--- config.mk ---
export PLATFORM = sky130hd
export DESIGN_NAME = srarq_top
export DESIGN_NICKNAME = d
export VERILOG_FILES = /design/src/rtl/srarq_pkg.sv /design/src/rtl/srarq_delay_if.sv /design/src/rtl/srarq_ack_delay.sv /design/src/rtl/srarq_top.sv
export SDC_FILE = /design/constraint.sdc
export NUM_CORES = 1
export LEC_CHECK = 0
export BUFFER_PORTS_ARGS = -buffer_cell sky130_fd_sc_hd__buf_2
export CORE_UTILIZATION = 45
export CTS_CLUSTER_DIAMETER = 200
export DETAILED_ROUTE_END_ITERATION = 7
export PLACE_DENSITY_LB_ADDON = 0.12
export SETUP_SLACK_MARGIN = 0.1
export SLEW_MARGIN = 25
export SYNTH_ARGS = -nofsm -noshare
export SYNTH_HDL_FRONTEND = slang
export SYNTH_SLANG_ARGS = --single-unit
export TNS_END_PERCENT = 5
--- constraint.sdc ---
create_clock -name ref_clk_i -period 4.9 [get_ports ref_clk_i]
set_clock_uncertainty 0.05 [all_clocks]
set_input_delay 0.98 -clock ref_clk_i [delete_from_list [all_inputs] [get_ports ref_clk_i]]
set_output_delay 0.98 -clock ref_clk_i [all_outputs]
set_load 0.02 [all_outputs]
--- src/rtl/srarq_pkg.sv ---
// Purpose: Shared constants for the selective repeat retransmission block
// Assumes: 25 MHz clock, reception events come from logic on the same clock
// Notes: Times are kept in their printed unit and converted to cycles here
package srarq_pkg;
   localparam int unsigned SRARQ_CLK_HZ = 25000000;
   localparam int unsigned SRARQ_ACK_DELAY_US = 7500;
   localparam int unsigned SRARQ_RESEND_DELAY_US = 7500;
   localparam int unsigned SRARQ_ACK_DELAY_CYC = SRARQ_ACK_DELAY_US * (SRARQ_CLK_HZ / 1000000);
   localparam int unsigned SRARQ_RESEND_DELAY_CYC =
      SRARQ_RESEND_DELAY_US * (SRARQ_CLK_HZ / 1000000);
   localparam int unsigned SRARQ_SLOTS = 8;
   localparam int unsigned SRARQ_SLOT_W = 3;
   localparam int unsigned SRARQ_SEQ_W = 8;
   localparam int unsigned SRARQ_USER_W = 4;
   localparam int unsigned SRARQ_PRU_W = 6;
   localparam int unsigned SRARQ_RETRY_W = 4;
   localparam int unsigned SRARQ_ERR_W = 8;
   localparam int unsigned SRARQ_TMR_W = 24;
   localparam int unsigned SRARQ_MOD_W = 2;
   localparam logic [SRARQ_MOD_W-1:0] SRARQ_MOD_RESET = 2'h0;
   localparam logic [SRARQ_ERR_W-1:0] SRARQ_ERR_RESET = 8'h00;
endpackage

--- src/rtl/srarq_delay_if.sv ---
// Purpose: Carrier between the main block and its acknowledgement delay line
// Assumes: One clock domain
// Notes: Launch enters a unit's verdict, due leaves it after the fixed delay
`timescale 1ns/10ps
interface srarq_delay_if;
   import srarq_pkg::*;
   logic launch;
   logic launch_nack;
   logic [SRARQ_SEQ_W-1:0] launch_seq;
   logic due;
   logic due_nack;
   logic [SRARQ_SEQ_W-1:0] due_seq;
   logic full;
   modport owner (output launch, output launch_nack, output launch_seq,
      input due, input due_nack, input due_seq, input full);
   modport line (input launch, input launch_nack, input launch_seq,
      output due, output due_nack, output due_seq, output full);
endinterface

--- src/rtl/srarq_ack_delay.sv ---
// Purpose: Holds each received unit's verdict that finds a free slot until its acknowledgement time
// Assumes: Launches come at most one per cycle
// Notes: Entries age independently, so a burst of verdicts leaves in order
`timescale 1ns/10ps
module srarq_ack_delay
   import srarq_pkg::*;
(
   // Clock and reset
   input wire logic ref_clk_i,
   input wire logic reset_n_i,
   // Delay line port
   srarq_delay_if.line dl
);
   logic [SRARQ_SLOTS-1:0] busy_r;
   logic [SRARQ_SLOTS-1:0] nack_r;
   logic [SRARQ_SEQ_W-1:0] seq_r [SRARQ_SLOTS];
   logic [SRARQ_TMR_W-1:0] tmr_r [SRARQ_SLOTS];
   logic [SRARQ_SLOTS-1:0] expire;
   logic [SRARQ_SLOTS-1:0] free_one;
   logic [SRARQ_SLOT_W-1:0] out_idx;
   logic [SRARQ_SLOT_W-1:0] in_idx;
   logic any_exp;

   ////////////////////////////////////////////////////////////////////////////
   // Priority picks: lowest expiring entry leaves, lowest free entry fills
   always_comb begin
      out_idx = '0;
      any_exp = 1'b0;
      for (int i = SRARQ_SLOTS - 1; i >= 0; i--) begin
         if (expire[i]) begin
            out_idx = SRARQ_SLOT_W'(i);
            any_exp = 1'b1;
         end
      end
   end

   // Fill pick reads free_one, which hangs on out_idx, so it has its own process
   always_comb begin
      in_idx = '0;
      for (int i = SRARQ_SLOTS - 1; i >= 0; i--) begin
         if (!busy_r[i] || free_one[i]) begin
            in_idx = SRARQ_SLOT_W'(i);
         end
      end
   end

   assign dl.due = any_exp;
   assign dl.due_nack = nack_r[out_idx];
   assign dl.due_seq = seq_r[out_idx];
   assign dl.full = &busy_r;

   ////////////////////////////////////////////////////////////////////////////
   genvar g;
   generate
      for (g = 0; g < SRARQ_SLOTS; g++) begin : g_ent
         // Same timer width for every entry; units arrive far apart in practice
         assign expire[g] = busy_r[g] && (tmr_r[g] == '0);
         assign free_one[g] = expire[g] && (out_idx == SRARQ_SLOT_W'(g));
         always_ff @(posedge ref_clk_i) begin
            if (!reset_n_i) begin
               busy_r[g] <= 1'b0;
               nack_r[g] <= 1'b0;
               seq_r[g] <= '0;
               tmr_r[g] <= '0;
            end else if (dl.launch && !dl.full && in_idx == SRARQ_SLOT_W'(g)) begin
               busy_r[g] <= 1'b1;
               nack_r[g] <= dl.launch_nack;
               seq_r[g] <= dl.launch_seq;
               tmr_r[g] <= SRARQ_TMR_W'(SRARQ_ACK_DELAY_CYC - 1);
            end else if (free_one[g]) begin
               busy_r[g] <= 1'b0;
            end else if (busy_r[g] && tmr_r[g] != '0) begin
               tmr_r[g] <= tmr_r[g] - 1'b1;
            end
         end
      end
   endgenerate
endmodule

--- src/rtl/srarq_top.sv ---
// Purpose: Selective repeat retransmission control on the dedicated control/data channel
// Assumes: Unit events come from same-clock logic; the peer keeps its own timing
// Notes: Receive verdicts and transmit resend schedule both live here
// Contract
// - Each data unit is handled alone, by its own check result, per user and resource unit; the code filters by user only and leaves rx_pru_i unused.
// - A received unit whose check failed is answered with a negative acknowledgement; the code gives none when all eight verdict slots are busy.
// - On a negative acknowledgement only that failed unit is sent again.
// - The acknowledgement field is set a fixed 7.5 ms after the unit was received.
// - A failed unit is sent again 7.5 ms after its negative acknowledgement arrived.
// - A unit that keeps failing is resent only up to the configured retry count; with a count of 0 the code still resends it once.
// - New consecutive data fills every opportunity not taken by a resend.
// - Several failed units are each resent independently on their own delay.
// - The modulation class steps once the count of check errors exceeds its limit.
`timescale 1ns/10ps
module srarq_top
   import srarq_pkg::*;
(
   // Clock and reset
   input wire logic ref_clk_i,
   input wire logic reset_n_i,
   // Receive side: one unit checked per pulse
   input wire logic rx_unit_valid_i,
   input wire logic rx_crc_ok_i,
   input wire logic [SRARQ_SEQ_W-1:0] rx_seq_i,
   input wire logic [SRARQ_USER_W-1:0] rx_user_i,
   input wire logic [SRARQ_PRU_W-1:0] rx_pru_i,
   input wire logic [SRARQ_USER_W-1:0] own_user_i,
   // Acknowledgement field out
   output logic ack_valid_o,
   output logic ack_nack_o,
   output logic [SRARQ_SEQ_W-1:0] ack_seq_o,
   output logic ack_overflow_o,
   // Transmit side: units sent and acknowledgements from the peer
   input wire logic tx_sent_i,
   input wire logic [SRARQ_SEQ_W-1:0] tx_sent_seq_i,
   input wire logic peer_ack_valid_i,
   input wire logic peer_nack_i,
   input wire logic [SRARQ_SEQ_W-1:0] peer_ack_seq_i,
   input wire logic tx_opportunity_i,
   input wire logic [SRARQ_RETRY_W-1:0] retry_limit_i,
   input wire logic [SRARQ_ERR_W-1:0] err_limit_i,
   // Transmit decision
   output logic tx_resend_o,
   output logic tx_new_o,
   output logic [SRARQ_SEQ_W-1:0] tx_seq_o,
   output logic drop_o,
   output logic [SRARQ_SEQ_W-1:0] drop_seq_o,
   output logic [SRARQ_MOD_W-1:0] mod_class_o,
   output logic mod_change_o
);
   srarq_delay_if dl();

   ////////////////////////////////////////////////////////////////////////////
   // Receive verdicts
   // Units for other users belong to another station's chain
   logic rx_mine;
   assign rx_mine = rx_unit_valid_i && (rx_user_i == own_user_i);
   assign dl.launch = rx_mine;
   assign dl.launch_nack = !rx_crc_ok_i;
   assign dl.launch_seq = rx_seq_i;

   srarq_ack_delay u_ack_delay (
      .ref_clk_i(ref_clk_i),
      .reset_n_i(reset_n_i),
      .dl(dl)
   );

   logic ovf_r;
   always_ff @(posedge ref_clk_i) begin
      if (!reset_n_i) begin
         ack_valid_o <= 1'b0;
         ack_nack_o <= 1'b0;
         ack_seq_o <= '0;
         ovf_r <= 1'b0;
      end else begin
         ack_valid_o <= dl.due;
         ack_nack_o <= dl.due && dl.due_nack;
         ack_seq_o <= dl.due ? dl.due_seq : ack_seq_o;
         ovf_r <= rx_mine && dl.full;
      end
   end
   assign ack_overflow_o = ovf_r;

   ////////////////////////////////////////////////////////////////////////////
   // Resend table: one entry per outstanding failed unit
   logic [SRARQ_SLOTS-1:0] pend_r;
   logic [SRARQ_SLOTS-1:0] armed_r;
   logic [SRARQ_SEQ_W-1:0] pseq_r [SRARQ_SLOTS];
   logic [SRARQ_RETRY_W-1:0] tries_r [SRARQ_SLOTS];
   logic [SRARQ_TMR_W-1:0] ptmr_r [SRARQ_SLOTS];
   logic [SRARQ_SLOTS-1:0] hit;
   logic [SRARQ_SLOTS-1:0] ready;
   logic [SRARQ_SLOTS-1:0] take;
   logic [SRARQ_SLOTS-1:0] drop_now;
   logic [SRARQ_SLOTS-1:0] alloc;
   logic [SRARQ_SLOT_W-1:0] rdy_idx;
   logic [SRARQ_SLOT_W-1:0] free_idx;
   logic [SRARQ_SLOT_W-1:0] drop_idx;
   logic any_rdy;
   logic any_free;
   logic any_hit;
   logic any_drop;
   logic nack_in;
   logic ack_in;

   assign nack_in = peer_ack_valid_i && peer_nack_i;
   assign ack_in = peer_ack_valid_i && !peer_nack_i;

   always_comb begin
      rdy_idx = '0;
      free_idx = '0;
      drop_idx = '0;
      any_rdy = 1'b0;
      any_free = 1'b0;
      any_drop = 1'b0;
      for (int i = SRARQ_SLOTS - 1; i >= 0; i--) begin
         if (ready[i]) begin
            rdy_idx = SRARQ_SLOT_W'(i);
            any_rdy = 1'b1;
         end
         if (!pend_r[i]) begin
            free_idx = SRARQ_SLOT_W'(i);
            any_free = 1'b1;
         end
         if (drop_now[i]) begin
            drop_idx = SRARQ_SLOT_W'(i);
            any_drop = 1'b1;
         end
      end
   end

   assign any_hit = |hit;

   genvar g;
   generate
      for (g = 0; g < SRARQ_SLOTS; g++) begin : g_pend
         assign hit[g] = pend_r[g] && peer_ack_valid_i && (pseq_r[g] == peer_ack_seq_i);
         assign ready[g] = pend_r[g] && armed_r[g] && (ptmr_r[g] == '0);
         assign take[g] = tx_opportunity_i && any_rdy && (rdy_idx == SRARQ_SLOT_W'(g));
         // A repeated failure once the budget is spent retires the entry
         assign drop_now[g] = hit[g] && peer_nack_i && (tries_r[g] >= retry_limit_i);
         assign alloc[g] = nack_in && !any_hit && any_free && (free_idx == SRARQ_SLOT_W'(g));
         always_ff @(posedge ref_clk_i) begin
            if (!reset_n_i) begin
               pend_r[g] <= 1'b0;
               armed_r[g] <= 1'b0;
               pseq_r[g] <= '0;
               tries_r[g] <= '0;
               ptmr_r[g] <= '0;
            end else if (alloc[g]) begin
               pend_r[g] <= 1'b1;
               armed_r[g] <= 1'b1;
               pseq_r[g] <= peer_ack_seq_i;
               tries_r[g] <= '0;
               ptmr_r[g] <= SRARQ_TMR_W'(SRARQ_RESEND_DELAY_CYC - 1);
            end else if (drop_now[g] || (hit[g] && !peer_nack_i)) begin
               pend_r[g] <= 1'b0;
               armed_r[g] <= 1'b0;
            end else if (hit[g]) begin
               armed_r[g] <= 1'b1;
               ptmr_r[g] <= SRARQ_TMR_W'(SRARQ_RESEND_DELAY_CYC - 1);
            end else if (take[g]) begin
               armed_r[g] <= 1'b0;
               tries_r[g] <= tries_r[g] + 1'b1;
            end else if (armed_r[g] && ptmr_r[g] != '0) begin
               ptmr_r[g] <= ptmr_r[g] - 1'b1;
            end
         end
      end
   endgenerate

   ////////////////////////////////////////////////////////////////////////////
   // Transmit choice: resend has the slot, otherwise next new unit
   logic [SRARQ_SEQ_W-1:0] next_seq_r;
   logic [SRARQ_SEQ_W-1:0] next_seq_nxt;
   logic use_new;
   assign use_new = tx_opportunity_i && !any_rdy;
   assign next_seq_nxt = tx_sent_i ? tx_sent_seq_i + 1'b1 : next_seq_r;

   always_ff @(posedge ref_clk_i) begin
      if (!reset_n_i) begin
         next_seq_r <= '0;
         tx_resend_o <= 1'b0;
         tx_new_o <= 1'b0;
         tx_seq_o <= '0;
         drop_o <= 1'b0;
         drop_seq_o <= '0;
      end else begin
         next_seq_r <= next_seq_nxt;
         tx_resend_o <= tx_opportunity_i && any_rdy;
         tx_new_o <= use_new;
         tx_seq_o <= any_rdy ? pseq_r[rdy_idx] : next_seq_r;
         drop_o <= any_drop;
         drop_seq_o <= any_drop ? pseq_r[drop_idx] : drop_seq_o;
      end
   end

   ////////////////////////////////////////////////////////////////////////////
   // Error count drives the modulation step; counter restarts after each step
   logic [SRARQ_ERR_W-1:0] err_cnt_r;
   logic [SRARQ_MOD_W-1:0] mod_r;
   logic mod_chg_r;
   logic err_over;
   assign err_over = nack_in && (err_cnt_r >= err_limit_i);

   always_ff @(posedge ref_clk_i) begin
      if (!reset_n_i) begin
         err_cnt_r <= SRARQ_ERR_RESET;
         mod_r <= SRARQ_MOD_RESET;
         mod_chg_r <= 1'b0;
      end else begin
         mod_chg_r <= err_over;
         if (err_over) begin
            err_cnt_r <= SRARQ_ERR_RESET;
            mod_r <= mod_r + 1'b1;
         end else if (nack_in) begin
            err_cnt_r <= err_cnt_r + 1'b1;
         end
      end
   end
   assign mod_class_o = mod_r;
   assign mod_change_o = mod_chg_r;

   logic unused_ok;
   assign unused_ok = ack_in ^ (|rx_pru_i);
endmodule

==> results.toml <==
[worst_hold_path]
hold_start = "next_seq_r[6]"
hold_path.class = "reg2reg"

[layout]
syn_to_final_growth_pct = 13.24
layout-drive-gt1-share_pct = 10.86
nets = 3661
fillers = 6816
final_common_cell = "edfxtp_1"
layout_common_cells = "544 x edfxtp_1, 496 x nor2_1, 227 x o21ai_0"

[route]
ant_nets = 0
drt-pass1-iter-count = 6
wl_per_cell_microns = 19.12
drtIter0Drc = 1815
wl_microns = 88370
num_vias = 26170
drc_errors = 0
viasPerCell = 5.661

[clock_network]
clk_latency_ns = 0.63
clkSinkCount = 625
cts_max_level = 3
path_clk_slew_ns = 0.06
ctsHoldBuffers = 0
numCtsBuffers = 74
cts_tree = "yes"
cts_buffer_depth = 3
root_buffer = "clkbuf_16"

[logic_synthesis]
synth_warnings = 0
synth_top_area_share_pct = 46.97
synth.area.top_cells = "edfxtp_1 47%, xnor2_1 5.7%, nor2_1 5.4%"
synth_area_sq_mm = 0.03478
synth_edf_count = 544
synth_seq_cells = 625
synthArstFlopShare_pct = 0
ys.flop_type = "edfxtp_1"
ys_types = 97
netlist_instances = 3393
synth-seq-area-share_pct = 51.63
synth.avg_cell_area_sq_um = 10.25
syn_nets = 3523
yosysTopAreaCell = "edfxtp_1"

[flow_run]
maxCapViolCount = 0

[worst_setup_path]
critPathKind = "reg2reg"
rr_startpoint = "ptmr_r[1][24]"
required_ns = 5.21
cp-startpoint = "ptmr_r[1][24]"
start_kind = "flop"
arrival_ns = 4.95
end_kind = "flop"
path_max_fanout = 12

[grt]
grt_usage_pct = 22.48
grt_overflow = 0
grt_antenna_before_repair = 4
grt_pass1_vias = 25948
grt_max_degree = 53
grt_pass1_wl_microns = 141100

[floorplanning]
die_y_microns = 280.0
die_w_microns = 280.0
coreArea_sq_mm = 0.07620
dieArea_sq_mm = 0.07840
start_util_pct = 45.64
placementRows = 101
io_pins = 91

[timing]
hold_violations = 0
period_share_pct = 94.72
max_slew_margin_pct = 33.37
fmax_ghz = 0.2155
tightest_slew_ns = 0.9904
grt_setup_unrepaired = "yes"
setup_viol = 0
maxSlewViolCount = 0
tns_ns = 0
finalCriticalPeriod_ns = 4.641

[placed_design]
place_hpwl_microns = 62800
io_buffers = 84
globalplace.congestion = 0.8884

[pwr]
power.density_mw_per_mm2 = 318.6
ir_worst_vdd_mv = 0.2964
leakagePower_nw = 14.36
finalPower_mw = 12.55

[status]
status = "finished, final reports clean"
-- what timing repair did --
item	CTS	global route
setup endpoints to repair	1	27
gates resized for setup	1	2
setup buffers	0	0
-- critical path, stage by stage (launching register included) --
cell and delay (ns):
edfxtp_1 0.41, inv_1 0.08, ha_1 0.17, or3b_1 0.41, or4b_1 0.62, or4_4 0.58
nand4_1 0.17, or3b_1 0.45, o211a_1 0.28, and2_4 0.22, a311oi_4 0.54, nand2_1 0.16
buf_4 0.23
-- synthesized netlist by cell type, types with 6 or more instances --
master / instances
a31oi_1: 6
o221ai_1: 8
nor4_1: 103
xor2_1: 181
o31ai_1: 18
o21ai_1: 11
mux2i_1: 52
and2_1: 88
or4_1: 43
ha_1: 72
nor4b_1: 10
nand2b_1: 42
dfxtp_1: 81
a21boi_1: 7
nor2b_1: 16
o211ai_1: 19
edfxtp_1: 544
or3_1: 76
a21o_1: 46
a211o_1: 9
mux2_2: 25
buf_1: 9
xnor2_1: 226
a211oi_1: 23
o22ai_1: 8
a221o_1: 8
inv_1: 97
or2_2: 20
o21ai_0: 227
and3_1: 22
a2111oi_0: 8
nand4_1: 35
nand3b_1: 13
a22o_1: 7
a21oi_1: 103
buf_2: 20
nand3_1: 76
nor3_1: 122
clkbuf_1: 93
nand2_1: 211
nor2_1: 496
a21boi_0: 6
nor3b_1: 9
-- through the flow --
stage | instances | area, sq um | hold WS [ns] | utilization [%] | worst slack (ns)
2_1_floorplan | 3393 | 34790 | 0.3758 | - | 0.2849
3_3_place_gp | 4485 | 36890 | 0.3879 | 48.41 | 0.1383
3_5_place_dp | 4485 | 36900 | 0.3987 | 48.43 | 0.1014
4_1_cts | 4622 | 39380 | 0.4094 | 51.68 | 0.1594
5_1_grt | 4622 | 39380 | 0.4283 | 51.68 | 0.05900
6_report | 4623 | 39380 | 0.4131 | 51.68 | 0.2587
-- state kept, by name, indices dropped and copies added (netlist names), 2 cells and up --
signal and count:
drop_seq_o 8, u_ack_delay.tmr_r 192, u_ack_delay.seq_r 64, tries_r 32, u_ack_delay.nack_r 8, ack_seq_o 8
u_ack_delay.busy_r 8, ptmr_r 192, mod_class_o 2, pend_r 8, err_cnt_r 8, pseq_r 64
tx_seq_o 8, armed_r 8, next_seq_r 8
-- logic make-up (layout without fill, tap and decap cells) --
family          after synthesis  after routing  synth area share [%]
fa+ha+maj                    72             72                 2.590
compound gates              555            555                 9.972
mux                          77             77                 2.306
other cells                   0              1                     0
simple gates               1428           1428                 20.62
xor+xnor                    407            407                 10.25
flops                       625            625                 51.63
buf+inv                     229            428                 2.626
-- metal layers --
layer | track usage [%] | vias to the layer above | wire length [microns]
met5 | 0 | - | 31
met4 | 8.589 | 6 | 3266
met3 | 3.298 | 183 | 4050
met2 | 36.80 | 635 | 41540
met1 | 30.07 | 12727 | 39480
li1 | - | 12619 | -
-- final cells by class --
cell class	count	area (sq um)	area share, %
clock inverter	39	430.4	1.093
sequential	625	17960	45.60
timing repair buffer	192	1321	3.355
inverter	99	371.6	0.9436
antenna	1	2.502	0.006354
clock buffer	98	2044	5.191
multi-input combinational	2539	15970	40.54
tap	1030	1289	3.272
-- final timing paths --
path	endpoint	slack, ns	cells past startpoint
worst max-delay path	ptmr_r[1][21]	0.26	12
worst min-delay path	tx_seq_o[6]	0.41	1
worst max register to register	ptmr_r[1][21]	0.26	12
worst min register to register	tx_seq_o[6]	0.41	1
-- power breakdown --
part           switching [mW]  internal [mW]
Combinational           0.467          0.305
Sequential              0.192           5.98
Clock                    2.31           3.29
Total                    2.97           9.58
No activity file was read; power rests on OpenSTA's default activity.
